===== src/stcp_map.svh =====
// Register offsets, field positions, reset values and timing counts of the 16-bit timer.
// Assumes it is included by bare name by the package and the timer module.
// What this block does
// - Control bits 7..5 pick main clock divided by 1024, 256, 64, 8 or 1.
// - Code 101 counts external clock falling edges, code 110 rising edges.
// - Clock select 111 stops the counter, which holds its value.
// - Control bits 4..3 pick mode: 00 interval toggle, 11 PWM.
// - Mode 01 captures on rising, 10 on falling capture edges; counter keeps running.
// - Writing 1 to control bit 2 clears the counter; writing 0 does nothing.
// - Control bit 1 enables the match/capture interrupt request.
// - Control bit 0 enables the overflow interrupt request.
// - Reset clears the control register to zero.
// - Interval mode match raises match interrupt, zeroes counter, keeps counting.
// - Interval mode inverts the timer output pin on every match.
// - PWM mode match does not clear counter; counter wraps FFFF to 0000.
// - PWM output low while reference <= counter, high while reference > counter.
// - PWM period equals 65536 selected counter clock ticks.
// - Capture mode copies the counter into the data register on selected edge.
// - Capture mode requests overflow on overflow and match/capture on each capture.
// - Overflow pending clears when serviced, or by software writing 0 to bit 4.
// - Both interrupts at level three, vectors DEh overflow and DCh match/capture.
// - Capture pin feeds capture logic only when port capture select bits are 00.
`ifndef STCP_MAP_SVH
`define STCP_MAP_SVH
`define STCP_CTRL_OFFSET    8'h0a
`define STCP_CTRL_RESET     8'h00
`define STCP_CLKSEL_HI      7
`define STCP_CLKSEL_LO      5
`define STCP_MODE_HI        4
`define STCP_MODE_LO        3
`define STCP_CLR_BIT        2
`define STCP_MCIE_BIT       1
`define STCP_OVIE_BIT       0
`define STCP_PND_OVF_BIT    4
`define STCP_PND_MC_BIT     5
`define STCP_IRQ_LEVEL      2'h3
`define STCP_VEC_OVF        8'hde
`define STCP_VEC_MC         8'hdc
`define STCP_DIV_W          10
`define STCP_DIV_1024_MASK  10'h3ff
`define STCP_DIV_256_MASK   10'h0ff
`define STCP_DIV_64_MASK    10'h03f
`define STCP_DIV_8_MASK     10'h007
`define STCP_CNT_ZERO       16'h0000
`define STCP_CNT_MAX        16'hffff
`define STCP_CAPSEL_PIN     2'h0
`endif


===== src/stcp_pkg.sv =====
// Types shared by the timer and its pin edge detector.
// Assumes stcp_map.svh is on the include path.
package stcp_pkg;
  `include "stcp_map.svh"
  typedef enum logic [2:0] {
    STCP_CLK_D1024 = 3'b000,
    STCP_CLK_D256  = 3'b001,
    STCP_CLK_D64   = 3'b010,
    STCP_CLK_D8    = 3'b011,
    STCP_CLK_D1    = 3'b100,
    STCP_CLK_EXTF  = 3'b101,
    STCP_CLK_EXTR  = 3'b110,
    STCP_CLK_STOP  = 3'b111
  } stcp_clksel_e;
  typedef enum logic [1:0] {
    STCP_MODE_INTERVAL = 2'b00,
    STCP_MODE_CAP_RISE = 2'b01,
    STCP_MODE_CAP_FALL = 2'b10,
    STCP_MODE_PWM      = 2'b11
  } stcp_mode_e;
endpackage


===== src/stcp_edges_if.sv =====
// Edge pulses from one synchronised pin to the timer core.
// Assumes one clock domain; pulses last one cycle.
interface stcp_edges_if;
  logic rise;
  logic fall;
  modport src (output rise, output fall);
  modport dst (input rise, input fall);
endinterface


===== src/stcp_pin_edge.sv =====
// Three-stage pin synchroniser with rise and fall pulse output.
// Assumes an asynchronous pin and a synchronous active-high reset.
module stcp_pin_edge (
  // Clock and reset
  input  wire logic i_mclk,
  input  wire logic i_sys_rst,
  // Pin
  input  wire logic i_pin,
  // Edge pulses
  stcp_edges_if.src edges
);
  import stcp_pkg::*;
  logic [2:0] sync;
  logic [2:0] next_sync;
  logic       stable;
  logic       next_stable;

  // A change counts only once stages two and three agree
  always_comb begin
    next_sync   = {sync[1:0], i_pin};
    next_stable = (sync[2] == sync[1]) ? sync[2] : stable;
  end

  always_ff @(posedge i_mclk) begin
    if (i_sys_rst) begin
      sync   <= 3'h0;
      stable <= 1'b0;
    end else begin
      sync   <= next_sync;
      stable <= next_stable;
    end
  end

  assign edges.rise = next_stable & ~stable;
  assign edges.fall = ~next_stable & stable;
endmodule


===== src/stcp_timer.sv =====
// 16-bit timer with interval, capture and PWM modes, prescaler and pending bits.
// Assumes the CPU writes its registers through strobes in this clock domain.
`include "stcp_map.svh"
module stcp_timer (
  // Clock and reset
  input  wire logic        i_mclk,
  input  wire logic        i_sys_rst,
  // Control register port
  input  wire logic        i_ctrl_wr,
  input  wire logic [7:0]  i_ctrl_wdata,
  output logic [7:0]       o_timer_control,
  // Reference data register port
  input  wire logic        i_ref_high_wr,
  input  wire logic        i_ref_low_wr,
  input  wire logic [7:0]  i_ref_wdata,
  output logic [7:0]       o_reference_high_byte,
  output logic [7:0]       o_reference_low_byte,
  // Counter view
  output logic [7:0]       o_count_high_byte,
  output logic [7:0]       o_count_low_byte,
  // Pending bits and their clearing
  input  wire logic        i_pnd_wr,
  input  wire logic [7:0]  i_pnd_wdata,
  input  wire logic        i_ovf_serviced,
  output logic             o_ovf_pending,
  output logic             o_mc_pending,
  // Interrupt requests
  output logic             o_overflow_irq,
  output logic             o_match_capture_irq,
  output logic [1:0]       o_irq_level,
  output logic [7:0]       o_overflow_vector,
  output logic [7:0]       o_match_capture_vector,
  // Port control and pins
  input  wire logic [1:0]  i_port_control_high_capsel,
  input  wire logic        i_capture_input_pin,
  input  wire logic        i_external_clock_pin,
  output logic             o_match_output_pin
);
  import stcp_pkg::*;

  stcp_edges_if cap_e ();
  stcp_edges_if clk_e ();

  // Synchronise both external pins before any use
  stcp_pin_edge u_cap_edge (
    .i_mclk    (i_mclk),
    .i_sys_rst (i_sys_rst),
    .i_pin     (i_capture_input_pin),
    .edges     (cap_e)
  );
  stcp_pin_edge u_clk_edge (
    .i_mclk    (i_mclk),
    .i_sys_rst (i_sys_rst),
    .i_pin     (i_external_clock_pin),
    .edges     (clk_e)
  );

  logic [7:0]              ctrl;
  logic [7:0]              next_ctrl;
  logic [`STCP_DIV_W-1:0]  div;
  logic [`STCP_DIV_W-1:0]  next_div;
  logic [15:0]             cnt;
  logic [15:0]             next_cnt;
  logic [15:0]             refv;
  logic [15:0]             next_refv;
  logic                    out_q;
  logic                    next_out_q;
  logic                    ovf_pnd;
  logic                    next_ovf_pnd;
  logic                    mc_pnd;
  logic                    next_mc_pnd;
  logic                    ovf_irq;
  logic                    next_ovf_irq;
  logic                    mc_irq;
  logic                    next_mc_irq;
  stcp_clksel_e            clksel;
  stcp_mode_e              mode;
  logic                    tick;
  logic                    match;
  logic                    ovf_ev;
  logic                    cap_ev;
  logic                    mc_ev;

  assign clksel = stcp_clksel_e'(ctrl[`STCP_CLKSEL_HI:`STCP_CLKSEL_LO]);
  assign mode   = stcp_mode_e'(ctrl[`STCP_MODE_HI:`STCP_MODE_LO]);

  // Prescaler runs free; taps give one tick per divided period
  always_comb begin
    next_div = div + `STCP_DIV_W'(1);
    case (clksel)
      STCP_CLK_D1024: tick = (div & `STCP_DIV_1024_MASK) == `STCP_DIV_1024_MASK;
      STCP_CLK_D256:  tick = (div & `STCP_DIV_256_MASK) == `STCP_DIV_256_MASK;
      STCP_CLK_D64:   tick = (div & `STCP_DIV_64_MASK) == `STCP_DIV_64_MASK;
      STCP_CLK_D8:    tick = (div & `STCP_DIV_8_MASK) == `STCP_DIV_8_MASK;
      STCP_CLK_D1:    tick = 1'b1;
      STCP_CLK_EXTF:  tick = clk_e.fall;
      STCP_CLK_EXTR:  tick = clk_e.rise;
      default:        tick = 1'b0; // Stopped counter holds
    endcase
  end

  // Compare and capture conditions
  always_comb begin
    match  = (cnt == refv) && tick &&
             (mode == STCP_MODE_INTERVAL || mode == STCP_MODE_PWM);
    ovf_ev = tick && (cnt == `STCP_CNT_MAX) && (mode != STCP_MODE_INTERVAL);
    // Capture pin is only routed when the port selects it
    cap_ev = (i_port_control_high_capsel == `STCP_CAPSEL_PIN) &&
             ((mode == STCP_MODE_CAP_RISE && cap_e.rise) ||
              (mode == STCP_MODE_CAP_FALL && cap_e.fall));
    mc_ev  = match || cap_ev;
  end

  // Counter, reference/capture data and control register
  always_comb begin
    next_ctrl = ctrl;
    next_cnt  = cnt;
    next_refv = refv;
    if (tick) begin
      if (match && mode == STCP_MODE_INTERVAL) begin
        next_cnt = `STCP_CNT_ZERO; // Restart after match
      end else begin
        next_cnt = cnt + 16'h0001; // Wraps to zero, 65536 ticks a period
      end
    end
    if (i_ctrl_wr) begin
      // Clear bit acts on write only and is never stored
      next_ctrl = i_ctrl_wdata & ~(8'h01 << `STCP_CLR_BIT);
      if (i_ctrl_wdata[`STCP_CLR_BIT]) begin
        next_cnt = `STCP_CNT_ZERO;
      end
    end
    if (i_ref_high_wr) begin
      next_refv[15:8] = i_ref_wdata;
    end
    if (i_ref_low_wr) begin
      next_refv[7:0] = i_ref_wdata;
    end
    // Capture beats a same-cycle software write to the data register
    if (cap_ev) begin
      next_refv = cnt;
    end
  end

  // Output pin: toggle in interval mode, compare level in PWM mode
  always_comb begin
    next_out_q = out_q;
    if (mode == STCP_MODE_PWM) begin
      next_out_q = (refv > next_cnt); // Low when ref <= count
    end else if (match) begin
      next_out_q = ~out_q;
    end
  end

  // Pending flags: a hardware set wins over a same-cycle clear
  always_comb begin
    next_ovf_pnd = ovf_pnd;
    next_mc_pnd  = mc_pnd;
    if (i_ovf_serviced) begin
      next_ovf_pnd = 1'b0;
    end
    if (i_pnd_wr && !i_pnd_wdata[`STCP_PND_OVF_BIT]) begin
      next_ovf_pnd = 1'b0;
    end
    // Only software clears this flag
    if (i_pnd_wr && !i_pnd_wdata[`STCP_PND_MC_BIT]) begin
      next_mc_pnd = 1'b0;
    end
    if (ovf_ev && ctrl[`STCP_OVIE_BIT]) begin
      next_ovf_pnd = 1'b1;
    end
    if (mc_ev && ctrl[`STCP_MCIE_BIT]) begin
      next_mc_pnd = 1'b1;
    end
    next_ovf_irq = next_ovf_pnd;
    next_mc_irq  = next_mc_pnd;
  end

  // State registers; reset zeroes control, selecting /1024 interval mode
  always_ff @(posedge i_mclk) begin
    if (i_sys_rst) begin
      ctrl    <= `STCP_CTRL_RESET;
      div     <= '0;
      cnt     <= `STCP_CNT_ZERO;
      refv    <= `STCP_CNT_ZERO;
      out_q   <= 1'b0;
      ovf_pnd <= 1'b0;
      mc_pnd  <= 1'b0;
      ovf_irq <= 1'b0;
      mc_irq  <= 1'b0;
    end else begin
      ctrl    <= next_ctrl;
      div     <= next_div;
      cnt     <= next_cnt;
      refv    <= next_refv;
      out_q   <= next_out_q;
      ovf_pnd <= next_ovf_pnd;
      mc_pnd  <= next_mc_pnd;
      ovf_irq <= next_ovf_irq;
      mc_irq  <= next_mc_irq;
    end
  end

  // Fixed request level and vectors, registered so outputs come from flops
  always_ff @(posedge i_mclk) begin
    if (i_sys_rst) begin
      o_irq_level            <= 2'h0;
      o_overflow_vector      <= 8'h00;
      o_match_capture_vector <= 8'h00;
    end else begin
      o_irq_level            <= `STCP_IRQ_LEVEL;
      o_overflow_vector      <= `STCP_VEC_OVF;
      o_match_capture_vector <= `STCP_VEC_MC;
    end
  end

  assign o_timer_control       = ctrl;
  assign o_reference_high_byte = refv[15:8];
  assign o_reference_low_byte  = refv[7:0];
  assign o_count_high_byte     = cnt[15:8];
  assign o_count_low_byte      = cnt[7:0];
  assign o_ovf_pending         = ovf_pnd;
  assign o_mc_pending          = mc_pnd;
  assign o_overflow_irq        = ovf_irq;
  assign o_match_capture_irq   = mc_irq;
  assign o_match_output_pin    = out_q;
endmodule


===== config.mk =====
export PLATFORM = sky130hd
export DESIGN_NAME = stcp_timer
export DESIGN_NICKNAME = d
export VERILOG_FILES = /design/src/stcp_pkg.sv /design/src/stcp_edges_if.sv /design/src/stcp_pin_edge.sv /design/src/stcp_timer.sv
export VERILOG_INCLUDE_DIRS = /design/src
export SDC_FILE = /design/constraint.sdc
export NUM_CORES = 1
export LEC_CHECK = 0
export ABC_AREA = 1
export BUFFER_PORTS_ARGS = -buffer_cell sky130_fd_sc_hd__buf_2
export CAP_MARGIN = 15
export CORE_UTILIZATION = 49
export DETAILED_ROUTE_END_ITERATION = 12
export PLACE_DENSITY = 0.88
export SETUP_SLACK_MARGIN = 0.15
export SYNTH_ARGS = -nofsm -noshare
export SYNTH_HDL_FRONTEND = slang
export SYNTH_SLANG_ARGS = --single-unit

===== constraint.sdc =====
create_clock -name i_mclk -period 2.7 [get_ports i_mclk]
set_input_delay 0.405 -clock i_mclk [delete_from_list [all_inputs] [get_ports i_mclk]]
set_output_delay 0.405 -clock i_mclk [all_outputs]
set_load 0.02 [all_outputs]

==> impl_metrics.ini <==
[timing]
finalHoldViolations = 0
relSlewSlack_pct = 45.9
worst_slew_pin_slew_ps = 806
timing.fmax_mhz = 362
setup_ws_ps = -60.7
finalSetupViolations = 1
fin_skew_ps = 10.5
maxSlewViolCount = 0
min_period_ps = 2760
fin_crit_sh_pct = 102
rsz0062_at_grt = yes

[layout]
final_area_mm2 = 0.00503
area_growth_pct = 27.9
final_cell_mix = nand2_1, buf_2, inv_1, nand3_1, dfxtp_1
layout-drive-gt1-share_pct = 31.6
multi_input_area_mm2 = 0.00233
regArea_mm2 = 0.00123
final_common_cell = nand2_1
nets = 727
n_fill_cell = 612
antenna_cells = 0

[floorplan]
rows = 32
core_mm2 = 0.00773
fp.dieArea_mm2 = 0.00838
die_w_um = 91.6
start_util_pct = 50.9
io_pins = 98
die_h_um = 91.6

[clock_network]
cts_hold_buf = 0
clock-root-buffer = clkbuf_8
clk_pin_slew_ps = 70
clock-sinks = 61
cts-buffers-inserted = 9
clk_path_buf_depth = 2
cts_htree_levels = 3
clock_latency_ps = 360
cts_tree = built

[setup_path]
end_kind = register
crit_path_start_kind = register
crit_arrival_ps = 3020
cp.required_ps = 2960
path_max_fanout = 8
r2r_cells = 20
regToRegSetupSlack_ps = -60
critical_path_class = register to register

[placement]
hpwlAfterDp_mm = 7.93
gp_congestion = 0.904
port_buffers = 85
postPlaceCellArea_mm2 = 0.00456
post-place-ws_ps = -53.0

[routing]
ant_nets = 0
postRouteWirelength_mm = 11.4
vias = 4200
wl_per_cell_um = 14.7
drc = 0
drtIter0Drc = 240
viasPerCell = 5.41
drt_first_pass_iters = 5

[synthesis]
synth-compound-area-share_pct = 8.56
yosysSeqAreaShare_pct = 31.1
synthMuxAreaShare_pct = 0
synth_cells = 559
synthDistinctLibCells = 37
synth_warnings = 0
synth_top_family_by_area = simple AND/OR/NAND/NOR gates
synth-simple-area-share_pct = 36.3
synth_seq_cells = 61
synth_fa_ha_area_share_pct = 7.32
synth_area_mm2 = 0.00393
synth_xor_area_share_pct = 2.67
avgSynthCellArea_um2 = 7.03

[global_routing]
grt_max_degree = 46
antenna_found_initial = 0
grt-ovfl-total = 0
track_usage_pct = 28.1
grt_pass1_vias = 3943
grt_pass1_wl_mm = 18.3

[power]
power_density_mw_per_mm2 = 453
max-vdd-ir-drop_mv = 0.299
power.leakage_nw = 2.50

[flow_run]
maxCapViolCount = 0

[hold_path]
hold_depth = 3
hold_class = input pin to register

[run_status]
violations = setup timing
status = finished with violations
==> critical path, cell delays in order (launching register included) <==
cell,delay (ps)
dfxtp_2,340
ha_4,160
ha_2,160
nand4_1,80
o31ai_1,80
nor2_1,200
nand2_4,120
nand3_4,110
nand2_4,60
inv_4,80
buf_12,130
nand3_1,80
ha_1,300
a21oi_1,160
o21ai_0,90
nor2_1,170
nand2_1,80
nand2_1,90
a21oi_2,50
nand2_1,80
inv_1,40
==> Yosys cell counts, drive strengths merged <==
cell type    n  area, um2
nand2      127        504
inv         78        293
nand3       77        435
dfxtp       61       1220
nor2        48        195
buf         32        231
ha          23        288
nor3        23        203
a21oi       22        110
o21ai       16       80.1
o211ai      13       97.6
xnor2       11       96.3
nand4        7       43.8
clkbuf       6       22.5
nand3b       3       22.5
and3         2       12.5
o21a         2       15.0
o21bai       2       18.8
a21o         1       7.51
clkinv       1       3.75
conb         1       3.75
nor4b        1       8.76
o31ai        1       7.51
xor2         1       8.76
==> power by group <==
part           switching (mW)  internal (mW)
clock network           0.382          0.515
registers              0.0345          0.932
logic                   0.247          0.165
total                   0.663           1.61
==> per-stage QoR <==
step / setup TNS, ps / power (mW) / utilization (%) / std cells / hold slack [ps]
3_5_place_dp: -53.0 / 1.35 / 59.1 / 752 / 398
2_1_floorplan: 0 / 1.24 / - / 564 / 388
6_report: -60.7 / 2.28 / 65.0 / 776 / 243
3_3_place_gp: 0 / 1.34 / 59.1 / 752 / 390
4_1_cts: 0 / 2.26 / 64.2 / 776 / 242
5_1_grt: -202 / 2.37 / 65.0 / 776 / 248
==> worst paths after layout <==
kind	start	to
setup / recovery	div[1]$_SDFF_PP0_	o_match_output_pin$_SDFFE_PP0P_
hold / removal	i_external_clock_pin	u_clk_edge.sync[0]$_SDFF_PP0_
setup reg to reg	div[1]$_SDFF_PP0_	o_match_output_pin$_SDFFE_PP0P_
hold reg to reg	u_cap_edge.sync[0]$_SDFF_PP0_	u_cap_edge.sync[1]$_SDFF_PP0_
==> cells by family (layout without fill, tap and decap cells) <==
kind of cell | count (synthesis) | in the layout
adder cells (fa/ha/maj) | 23 | 23
other | 1 | 6
flip-flops | 61 | 61
AO/OA/AOI/OAI | 57 | 57
AND/OR/NAND/NOR | 288 | 288
buffers and inverters | 117 | 227
XOR/XNOR | 12 | 12
==> registers in the layout (all words and copies together), names as in the netlist <==
signal,count
refv,16
u_clk_edge.stable,1
u_clk_edge.sync,3
o_match_output_pin,1
o_irq_level,1
o_match_capture_irq,1
o_overflow_irq,1
o_timer_control,7
u_cap_edge.stable,1
u_cap_edge.sync,3
div,10
cnt,16
==> layer usage <==
metal / share of wire [%] / GRT usage [%]
met3: 8.2 / 6.87
met5: 0 / 0
met1: 39 / 31.5
met2: 49 / 48.4
met4: 4.1 / 15.5
==> repair_timing <==
item                       in CTS  in global routing
gates resized for setup        23                 14
pin swaps                      17                  8
gates cloned                    1                  0
setup endpoints to repair       1                  1
setup buffers                   7                  0
==> layout make-up <==
| cell class | count | area share, % |
|---|---|---|
| Sequential cell | 61 | 24.4 |
| Clock buffer | 11 | 2.61 |
| Multi-Input combinational cell | 386 | 46.3 |
| Tap cell | 102 | 2.54 |
| Inverter | 79 | 5.95 |
| Timing Repair Buffer | 132 | 16.7 |
| Clock inverter | 5 | 1.49 |
(Power assumes the default switching activity.)
